### config.mk
export PLATFORM = sky130hd
export DESIGN_NAME = audio_dac_source_pll_config
export DESIGN_NICKNAME = d
export VERILOG_FILES = /design/src/rtl/dac_cfg_pkg.sv /design/src/rtl/dac_cfg_if.sv /design/src/rtl/dac_cfg_router.sv /design/src/rtl/audio_dac_source_pll_config.sv
export SDC_FILE = /design/constraint.sdc
export NUM_CORES = 1
export LEC_CHECK = 0
export BUFFER_PORTS_ARGS = -buffer_cell sky130_fd_sc_hd__buf_4
export CAP_MARGIN = 25
export CORE_MARGIN = 1.5
export CORE_UTILIZATION = 43
export CTS_CLUSTER_SIZE = 25
export DETAILED_ROUTE_END_ITERATION = 12
export PLACE_DENSITY = 0.79
export SETUP_SLACK_MARGIN = 0.02
export SYNTH_ARGS = -nofsm -noshare
export SYNTH_HDL_FRONTEND = slang
export SYNTH_HIERARCHICAL = 1
export SYNTH_SLANG_ARGS = --single-unit
### constraint.sdc
create_clock -name i_mclk -period 1 [get_ports i_mclk]
set_clock_uncertainty 0.1 [all_clocks]
set_input_delay 0.05 -clock i_mclk [delete_from_list [all_inputs] [get_ports i_mclk]]
set_output_delay 0.05 -clock i_mclk [all_outputs]
set_load 0.03 [all_outputs]
### src/rtl/dac_cfg_pkg.sv
// Package with register map, field positions, defaults and source select codes.
package dac_cfg_pkg;
    // ************************************************************
    // Register addresses.
    // ************************************************************
    localparam logic [7:0] ADDR_DAC_SOURCE = 8'h14;
    localparam logic [7:0] ADDR_INPUT_SETTINGS = 8'h30;
    localparam logic [7:0] ADDR_SUPPLEMENTAL = 8'h40;
    localparam logic [7:0] ADDR_COARSE_RATIO = 8'h62;
    // ************************************************************
    // Field positions.
    // ************************************************************
    localparam int SRC_SEL_HI = 9;
    localparam int SRC_SEL_LO = 8;
    localparam int BIT_COMBINE_PCM = 3;
    localparam int BIT_BURST_MUTE = 2;
    localparam int BIT_KEEP_ZERO = 1;
    localparam int BIT_SLICER_SEL = 0;
    localparam int BIT_XTAL_OUT_EN = 15;
    localparam int BIT_PULLIN = 10;
    // ************************************************************
    // Reset values.
    // ************************************************************
    localparam logic [1:0] RST_SRC_SEL = 2'h2;
    localparam logic RST_COMBINE_PCM = 1'h1;
    localparam logic RST_BURST_MUTE = 1'h1;
    localparam logic RST_SLICER_SEL = 1'h0;
    localparam logic RST_XTAL_OUT_EN = 1'h0;
    localparam logic RST_PULLIN = 1'h0;
    localparam logic [15:0] RST_COARSE = 16'h0300;
    // ************************************************************
    // Source selection codes.
    // ************************************************************
    typedef enum logic [1:0] {
        SRC_SERIAL_PLL_DIG = 2'h0,
        SRC_SERIAL_PLL_WS = 2'h1,
        SRC_DIGITAL_PLL = 2'h2,
        SRC_SERIAL_XTAL = 2'h3
    } src_sel_t;
endpackage : dac_cfg_pkg

### src/rtl/dac_cfg_if.sv
// Interface carrying configuration fields from the register bank to the router.
interface dac_cfg_if;
    logic [1:0] src_sel;
    logic combine_pcm;
    logic burst_auto_mute_enable;
    logic slicer_input_select;
    logic xtal_output_enable;
    modport bank (output src_sel, combine_pcm, burst_auto_mute_enable, slicer_input_select,
        xtal_output_enable);
    modport route (input src_sel, combine_pcm, burst_auto_mute_enable, slicer_input_select,
        xtal_output_enable);
endinterface : dac_cfg_if

### src/rtl/dac_cfg_router.sv
// Combinational routing of sources, lock indicator, auto-mute and oscillator output.
module dac_cfg_router
    import dac_cfg_pkg::*;
(
    // Configuration.
    dac_cfg_if.route cfg,
    // Status and pins.
    input wire logic i_xtal_power_on,
    input wire logic i_xtal_clk,
    input wire logic i_digital_audio_pin_a,
    input wire logic i_digital_audio_pin_b,
    input wire logic i_lock_raw,
    input wire logic i_pcm_detect,
    input wire logic i_burst_detect,
    // Results.
    output logic o_slicer_in,
    output logic o_lock,
    output logic o_burst_mute,
    output logic o_osc_out,
    output logic o_osc_out_en,
    output logic o_dac_from_digital,
    output logic o_dac_clk_xtal,
    output logic o_pll_ref_ws
);
    always_comb begin
        o_slicer_in = cfg.slicer_input_select ? i_digital_audio_pin_b
                                              : i_digital_audio_pin_a;
        o_lock = cfg.combine_pcm ? (i_lock_raw & i_pcm_detect) : i_lock_raw;
        o_burst_mute = cfg.burst_auto_mute_enable & i_burst_detect;
        o_osc_out_en = cfg.xtal_output_enable & i_xtal_power_on;
        o_osc_out = o_osc_out_en & i_xtal_clk;
        o_dac_from_digital = 1'b0;
        o_dac_clk_xtal = 1'b0;
        o_pll_ref_ws = 1'b0;
        case (src_sel_t'(cfg.src_sel))
            SRC_SERIAL_PLL_WS: begin
                o_pll_ref_ws = 1'b1;
            end
            SRC_DIGITAL_PLL: begin
                o_dac_from_digital = 1'b1;
            end
            SRC_SERIAL_XTAL: begin
                o_dac_clk_xtal = 1'b1;
            end
            default: begin
                o_pll_ref_ws = 1'b0;
            end
        endcase
    end
endmodule : dac_cfg_router

### src/rtl/audio_dac_source_pll_config.sv
// Write-only configuration bank for DAC source, digital input, oscillator and PLL ratio.
module audio_dac_source_pll_config
    import dac_cfg_pkg::*;
(
    // Clock and reset.
    input wire logic i_mclk,
    input wire logic i_rstn,
    // Register write port.
    input wire logic i_wr_en,
    input wire logic [7:0] i_wr_addr,
    input wire logic [15:0] i_wr_data,
    // Device status and pins.
    input wire logic i_xtal_power_on,
    input wire logic i_xtal_clk,
    input wire logic i_digital_audio_pin_a,
    input wire logic i_digital_audio_pin_b,
    input wire logic i_lock_raw,
    input wire logic i_pcm_detect,
    input wire logic i_burst_detect,
    // Routing results.
    output logic o_slicer_in,
    output logic o_lock,
    output logic o_burst_mute,
    output logic o_osc_out,
    output logic o_osc_out_en,
    output logic o_dac_from_digital,
    output logic o_dac_clk_xtal,
    output logic o_pll_ref_ws,
    // Configuration values.
    output logic [1:0] o_src_sel,
    output logic o_pll_pullin_range,
    output logic [15:0] o_pll_coarse_value
);
    // ************************************************************
    // Register state.
    // ************************************************************
    logic [1:0] src_q, src_d;
    logic comb_q, comb_d, burst_q, burst_d, slice_q, slice_d;
    logic xout_q, xout_d, pull_q, pull_d;
    logic [15:0] cr_q, cr_d;
    dac_cfg_if cfg ();

    // ************************************************************
    // Address decode.
    // ************************************************************
    function automatic logic wr_hit(input logic en, input logic [7:0] addr,
        input logic [7:0] target);
        return en && (addr == target);
    endfunction : wr_hit

    always_comb begin
        src_d = src_q;
        comb_d = comb_q;
        burst_d = burst_q;
        slice_d = slice_q;
        xout_d = xout_q;
        pull_d = pull_q;
        cr_d = cr_q;
        if (wr_hit(i_wr_en, i_wr_addr, ADDR_DAC_SOURCE)) begin
            src_d = i_wr_data[SRC_SEL_HI:SRC_SEL_LO];
        end else if (wr_hit(i_wr_en, i_wr_addr, ADDR_INPUT_SETTINGS)) begin
            comb_d = i_wr_data[BIT_COMBINE_PCM];
            burst_d = i_wr_data[BIT_BURST_MUTE];
            slice_d = i_wr_data[BIT_SLICER_SEL];
        end else if (wr_hit(i_wr_en, i_wr_addr, ADDR_SUPPLEMENTAL)) begin
            xout_d = i_wr_data[BIT_XTAL_OUT_EN];
            pull_d = i_wr_data[BIT_PULLIN];
        end else if (wr_hit(i_wr_en, i_wr_addr, ADDR_COARSE_RATIO)) begin
            cr_d = i_wr_data;
        end
    end

    always_ff @(posedge i_mclk or negedge i_rstn) begin
        if (!i_rstn) begin
            src_q <= RST_SRC_SEL;
            comb_q <= RST_COMBINE_PCM;
            burst_q <= RST_BURST_MUTE;
            slice_q <= RST_SLICER_SEL;
            xout_q <= RST_XTAL_OUT_EN;
            pull_q <= RST_PULLIN;
            cr_q <= RST_COARSE;
        end else begin
            src_q <= src_d;
            comb_q <= comb_d;
            burst_q <= burst_d;
            slice_q <= slice_d;
            xout_q <= xout_d;
            pull_q <= pull_d;
            cr_q <= cr_d;
        end
    end

    assign cfg.src_sel = src_q;
    assign cfg.combine_pcm = comb_q;
    assign cfg.burst_auto_mute_enable = burst_q;
    assign cfg.slicer_input_select = slice_q;
    assign cfg.xtal_output_enable = xout_q;
    assign o_src_sel = src_q;
    assign o_pll_pullin_range = pull_q;
    assign o_pll_coarse_value = cr_q;

    // ************************************************************
    // Routing.
    // ************************************************************
    dac_cfg_router u_router (
        .cfg(cfg.route),
        .i_xtal_power_on(i_xtal_power_on),
        .i_xtal_clk(i_xtal_clk),
        .i_digital_audio_pin_a(i_digital_audio_pin_a),
        .i_digital_audio_pin_b(i_digital_audio_pin_b),
        .i_lock_raw(i_lock_raw),
        .i_pcm_detect(i_pcm_detect),
        .i_burst_detect(i_burst_detect),
        .o_slicer_in(o_slicer_in),
        .o_lock(o_lock),
        .o_burst_mute(o_burst_mute),
        .o_osc_out(o_osc_out),
        .o_osc_out_en(o_osc_out_en),
        .o_dac_from_digital(o_dac_from_digital),
        .o_dac_clk_xtal(o_dac_clk_xtal),
        .o_pll_ref_ws(o_pll_ref_ws)
    );

    // ************************************************************
    // Checks.
    // ************************************************************
    a_src_write: assert property (@(posedge i_mclk) disable iff (!i_rstn)
        wr_hit(i_wr_en, i_wr_addr, ADDR_DAC_SOURCE) |=>
        o_src_sel == $past(i_wr_data[SRC_SEL_HI:SRC_SEL_LO]))
        else $error("Source selector not loaded.");
    a_coarse_write: assert property (@(posedge i_mclk) disable iff (!i_rstn)
        (i_wr_en && i_wr_addr == ADDR_COARSE_RATIO) |=> o_pll_coarse_value == $past(i_wr_data))
        else $error("Coarse ratio not loaded.");
    a_coarse_hold: assert property (@(posedge i_mclk) disable iff (!i_rstn)
        !(i_wr_en && i_wr_addr == ADDR_COARSE_RATIO) |=> $stable(o_pll_coarse_value))
        else $error("Coarse ratio changed without write.");
    a_pull_write: assert property (@(posedge i_mclk) disable iff (!i_rstn)
        wr_hit(i_wr_en, i_wr_addr, ADDR_SUPPLEMENTAL) |=>
        o_pll_pullin_range == $past(i_wr_data[BIT_PULLIN]))
        else $error("Pull-in bit not loaded.");
    a_osc_gate: assert property (@(posedge i_mclk) disable iff (!i_rstn)
        o_osc_out_en == (xout_q && i_xtal_power_on))
        else $error("Oscillator output gating wrong.");
    a_slicer_pick: assert property (@(posedge i_mclk) disable iff (!i_rstn)
        o_slicer_in == (slice_q ? i_digital_audio_pin_b : i_digital_audio_pin_a))
        else $error("Slicer input wrong.");
    a_lock_combine: assert property (@(posedge i_mclk) disable iff (!i_rstn)
        (comb_q && !i_pcm_detect) |-> !o_lock)
        else $error("Lock ignores PCM detection.");
    a_burst_mute: assert property (@(posedge i_mclk) disable iff (!i_rstn)
        o_burst_mute == (burst_q && i_burst_detect))
        else $error("Burst mute wrong.");
    a_src_route: assert property (@(posedge i_mclk) disable iff (!i_rstn)
        o_dac_from_digital == (o_src_sel == SRC_DIGITAL_PLL)
        && o_dac_clk_xtal == (o_src_sel == SRC_SERIAL_XTAL)
        && o_pll_ref_ws == (o_src_sel == SRC_SERIAL_PLL_WS))
        else $error("Source routing wrong.");
    a_route_onehot: assert property (@(posedge i_mclk) disable iff (!i_rstn)
        $onehot0({o_dac_from_digital, o_dac_clk_xtal, o_pll_ref_ws}))
        else $error("More than one routing flag raised.");
    a_input_write: assert property (@(posedge i_mclk) disable iff (!i_rstn)
        wr_hit(i_wr_en, i_wr_addr, ADDR_INPUT_SETTINGS) |=>
        {comb_q, burst_q, slice_q} == {$past(i_wr_data[BIT_COMBINE_PCM]),
        $past(i_wr_data[BIT_BURST_MUTE]), $past(i_wr_data[BIT_SLICER_SEL])})
        else $error("Input settings not loaded.");
    a_xout_write: assert property (@(posedge i_mclk) disable iff (!i_rstn)
        wr_hit(i_wr_en, i_wr_addr, ADDR_SUPPLEMENTAL) |=>
        xout_q == $past(i_wr_data[BIT_XTAL_OUT_EN]))
        else $error("Oscillator enable not loaded.");
    a_src_hold: assert property (@(posedge i_mclk) disable iff (!i_rstn)
        !wr_hit(i_wr_en, i_wr_addr, ADDR_DAC_SOURCE) |=> $stable(o_src_sel))
        else $error("Source selector changed without write.");
    a_input_hold: assert property (@(posedge i_mclk) disable iff (!i_rstn)
        !wr_hit(i_wr_en, i_wr_addr, ADDR_INPUT_SETTINGS) |=>
        $stable({comb_q, burst_q, slice_q}))
        else $error("Input settings changed without write.");
    a_supp_hold: assert property (@(posedge i_mclk) disable iff (!i_rstn)
        !wr_hit(i_wr_en, i_wr_addr, ADDR_SUPPLEMENTAL) |=>
        $stable({xout_q, pull_q}))
        else $error("Supplemental settings changed without write.");
    a_unmapped_ignore: assert property (@(posedge i_mclk) disable iff (!i_rstn)
        (i_wr_en && !wr_hit(1'h1, i_wr_addr, ADDR_DAC_SOURCE)
        && !wr_hit(1'h1, i_wr_addr, ADDR_INPUT_SETTINGS)
        && !wr_hit(1'h1, i_wr_addr, ADDR_SUPPLEMENTAL)
        && !wr_hit(1'h1, i_wr_addr, ADDR_COARSE_RATIO)) |=> $stable(o_src_sel)
        && $stable(o_pll_coarse_value) && $stable(o_pll_pullin_range))
        else $error("Unmapped write altered a register.");
    a_reset_values: assert property (@(posedge i_mclk)
        $rose(i_rstn) |-> (o_src_sel == RST_SRC_SEL
        && o_pll_coarse_value == RST_COARSE && o_pll_pullin_range == RST_PULLIN
        && {comb_q, burst_q, slice_q, xout_q} == {RST_COMBINE_PCM, RST_BURST_MUTE,
        RST_SLICER_SEL, RST_XTAL_OUT_EN}))
        else $error("Register off its default after reset.");
    a_lock_plain: assert property (@(posedge i_mclk) disable iff (!i_rstn)
        !comb_q |-> o_lock == i_lock_raw)
        else $error("Lock indicator altered while not combined.");
    a_lock_merged: assert property (@(posedge i_mclk) disable iff (!i_rstn)
        (comb_q && i_pcm_detect) |-> o_lock == i_lock_raw)
        else $error("Lock indicator lost with PCM detected.");
    a_lock_raw_low: assert property (@(posedge i_mclk) disable iff (!i_rstn)
        !i_lock_raw |-> !o_lock)
        else $error("Lock indicator raised without lock.");
    a_osc_out: assert property (@(posedge i_mclk) disable iff (!i_rstn)
        o_osc_out |-> (xout_q && i_xtal_power_on && i_xtal_clk))
        else $error("Oscillator pin driven while disabled.");
    a_osc_follow: assert property (@(posedge i_mclk) disable iff (!i_rstn)
        o_osc_out_en |-> o_osc_out == i_xtal_clk)
        else $error("Oscillator pin does not follow crystal.");
    c_coarse_write: cover property (@(posedge i_mclk) disable iff (!i_rstn)
        i_wr_en && i_wr_addr == ADDR_COARSE_RATIO);
    c_osc_on: cover property (@(posedge i_mclk) disable iff (!i_rstn) o_osc_out_en);
    c_src_xtal: cover property (@(posedge i_mclk) disable iff (!i_rstn) o_dac_clk_xtal);
    c_burst_mute: cover property (@(posedge i_mclk) disable iff (!i_rstn) o_burst_mute);
    c_ref_ws: cover property (@(posedge i_mclk) disable iff (!i_rstn) o_pll_ref_ws);
endmodule : audio_dac_source_pll_config

==> flow_metrics.py <==
metrics = {
    "setup_path": {
        "r2r_end": "cfg.xtal_output_enable",
        "cp_cell_sequence": "nor2b_4 > buf_6",
        "r2r_start": "cfg.xtal_output_enable",
        "worstPathArrival_ns": 1.24,
        "rrSetupSlack_ns": -0.06,
        "worstSetupPathType": "reg -> out",
        "critPathLaunchType": "flop",
        "crit_family": "flip-flops",
        "cp.required_ns": 0.85,
        "crit_slowest_cell": "dfstp_2",
        "cp-end-kind": "primary output",
        "slowest_delay_ns": 0.60,
        "critPathBufInv": 1,
        "path_max_fanout": 5,
        "reg2regPathDepth": 2,
    },
    "clock_network": {
        "htreeDepth": 1,
        "cts_tree": "built",
        "clock_latency_ns": 0.31,
        "clkSinkCount": 23,
        "cts_buffer_depth": 2,
        "cts_buffers": 3,
        "cts-root-buf": "clkbuf_4",
        "clk_pin_slew_worst_paths_ns": 0.12,
    },
    "routing": {
        "firstDrtPassIters": 4,
        "wl_um": 3730,
        "ant_nets": 0,
        "drcViolationCount": 0,
        "drt_iter0_markers": 4,
        "vias": 959,
        "vias_per_cell": 5.02,
        "wl_per_cell_um": 19.5,
    },
    "timing": {
        "finalWorstSetupSlack_ns": -0.391,
        "finalSetupViolCount": 47,
        "worstMarginPinSlew_ns": 0.316,
        "grt_setup_unrepaired": "true",
        "max_slew_margin_pct": 78.9,
        "fin_crit_ns": 1.39,
        "fmax_mhz": 719,
        "setup_tns_ns": -6.22,
        "drv_slew": 0,
        "hold_viol_final": 0,
        "whs_ns": 0.0541,
        "fin_crit_sh_pct": 139,
    },
    "global_routing": {
        "grt_pass1_wl_um": 4810,
        "overflow": 0,
        "grt_pass1_vias": 1003,
        "grt_use_total_pct": 24.3,
        "grt_max_degree": 24,
        "antenna_found_initial": 0,
    },
    "floorplanning": {
        "die_w_um": 52.7,
        "dieArea_um2": 2780,
        "pin_count": 61,
        "die_h_um": 52.7,
        "start_util_pct": 46.7,
        "row_count": 17,
        "core_area_um2": 2280,
    },
    "power_and_ir_drop": {
        "p_leak_nw": 1.08,
        "powerDensity_nw_per_um2": 968,
        "power_mw": 2.03,
        "ir_drop_uv": 1310,
    },
    "run": {
        "maxCapViolations": 0,
    },
    "final_layout": {
        "area.growth.synth_to_final_pct": 96.7,
        "layout_common_cells": "buf_4, buf_6, dfrtp_1, dlygate4sd3_1, mux2_4",
        "final_util_pct": 91.9,
        "layout.nets": 198,
        "drive_above_1_share_pct": 76.7,
        "n_fill_cell": 82,
        "layout.cells.most_common": "buf_4",
        "antenna_cells": 0,
        "postLayoutCellArea_um2": 2090,
    },
    "synthesis": {
        "netlist_instances": 66,
        "synthTopCellsByArea": "dfrtp_1, mux2_4, mux2_2, dfstp_2, nor4b_4",
        "yosysSeqAreaShare_pct": 54.7,
        "syn_nets": 100,
        "synthesis.area_um2": 1060,
        "synth_cell_type_count": 20,
        "synth_top_cell_area_share_pct": 42.4,
        "syn_area_per_cell_um2": 16.1,
        "yosysTopAreaCell": "dfrtp_1",
        "yosysWarnings": 6,
        "ys_ff_latch": 23,
    },
    "place": {
        "routabilityCongestion": 0.722,
        "place.port_buffers": 60,
        "place_area_um2": 1620,
        "dp_hpwl_um": 1730,
    },
    "run_status": {
        "status": "finished with violations",
        "violations": "setup timing",
    },
    "min_path": {
        "min_path_type": "in -> async",
    },
}
## worst max path at each step
| stage | slack, ns | from | cells after the start | to |
|---|---|---|---|---|
| 2_1_floorplan | -0.35 | i_wr_addr[0] | 3 | cfg.xtal_output_enable |
| 3_3_place_gp | -0.50 | i_wr_addr[0] | 4 | o_pll_pullin_range |
| 3_5_place_dp | -0.52 | i_wr_addr[0] | 4 | o_pll_pullin_range |
| 4_1_cts | -0.36 | o_src_sel[1] | 2 | o_dac_from_digital |
| 5_1_grt | -0.43 | o_src_sel[1] | 2 | o_dac_from_digital |
| 6_report | -0.39 | o_src_sel[1] | 2 | o_dac_from_digital |
## sequential cells by signal, indices dropped and copies added, names as in the netlist
register                 flops
o_src_sel                    2
cfg.xtal_output_enable       1
cfg.combine_pcm              1
o_pll_pullin_range           1
burst_q                      1
cfg.slicer_input_select      1
o_pll_coarse_value          16
## per-layer routing
layer	GRT usage [%]	part of all wire (%)	up-vias
met1	29.3	39	474
met5	0	0	-
li1	-	-	432
met2	45.4	55	47
met3	3.43	4.3	6
met4	5.13	1.6	0
## repair_timing
item | CTS | global route
cloned | 1 | 0
endpoints found under the hold margin | 46 | 0
hold buffers | 17 | 0
endpoints found under the setup margin | 47 | 47
pin swaps | 10 | 1
setup buffers | 6 | 5
resized for setup | 40 | 2
## report_power, final
| group | switching, mW | internal [mW] | total, mW |
|---|---|---|---|
| logic | 0.238 | 0.332 | 0.570 |
| registers | 0.0414 | 0.983 | 1.02 |
| clock network | 0.281 | 0.150 | 0.431 |
| total | 0.560 | 1.46 | 2.03 |
## final cells by class
class | instances | area, µm² | area share [%]
clock buffers | 3 | 22.5 | 1.08
repair buffers | 94 | 913 | 43.7
clock inverters | 1 | 5.00 | 0.239
well taps | 28 | 35.0 | 1.67
flip-flops and latches | 23 | 583 | 27.9
inverters | 1 | 3.75 | 0.179
multi-input cells | 41 | 529 | 25.3
## worst register-to-register path: stages, from the launching register on
cell and delay [ns]:
dfrtp_1 0.45, buf_4 0.15, mux2_4 0.26
## synthesized netlist by cell type (all sizes together)
master  number
or4bb        1
dfrtp       18
or4b         1
buf          1
and3         1
nor2b        2
a21boi       1
nor3b        2
nor4b        1
nor2         1
and4bb       1
nand3        2
nor3         1
inv          1
and2         3
mux2        24
dfstp        5
## stage by stage
step / worst slack (ns) / instances
global route: -0.428 / 191
floorplan: -0.351 / 66
detailed placement: -0.525 / 158
global placement: -0.500 / 158
finish: -0.391 / 191
CTS: -0.364 / 186
## cell families (layout without fill, tap and decap cells)
kind of cell / count (synthesis) / in the layout / share of synthesized area (%)
mux: 24 / 24 / 29.3
flops: 23 / 23 / 54.7
simple gates: 16 / 16 / 13.9
buf+inv: 2 / 99 / 1.41
compound gates: 1 / 1 / 0.706
No activity file was read; power rests on OpenSTA's default activity.
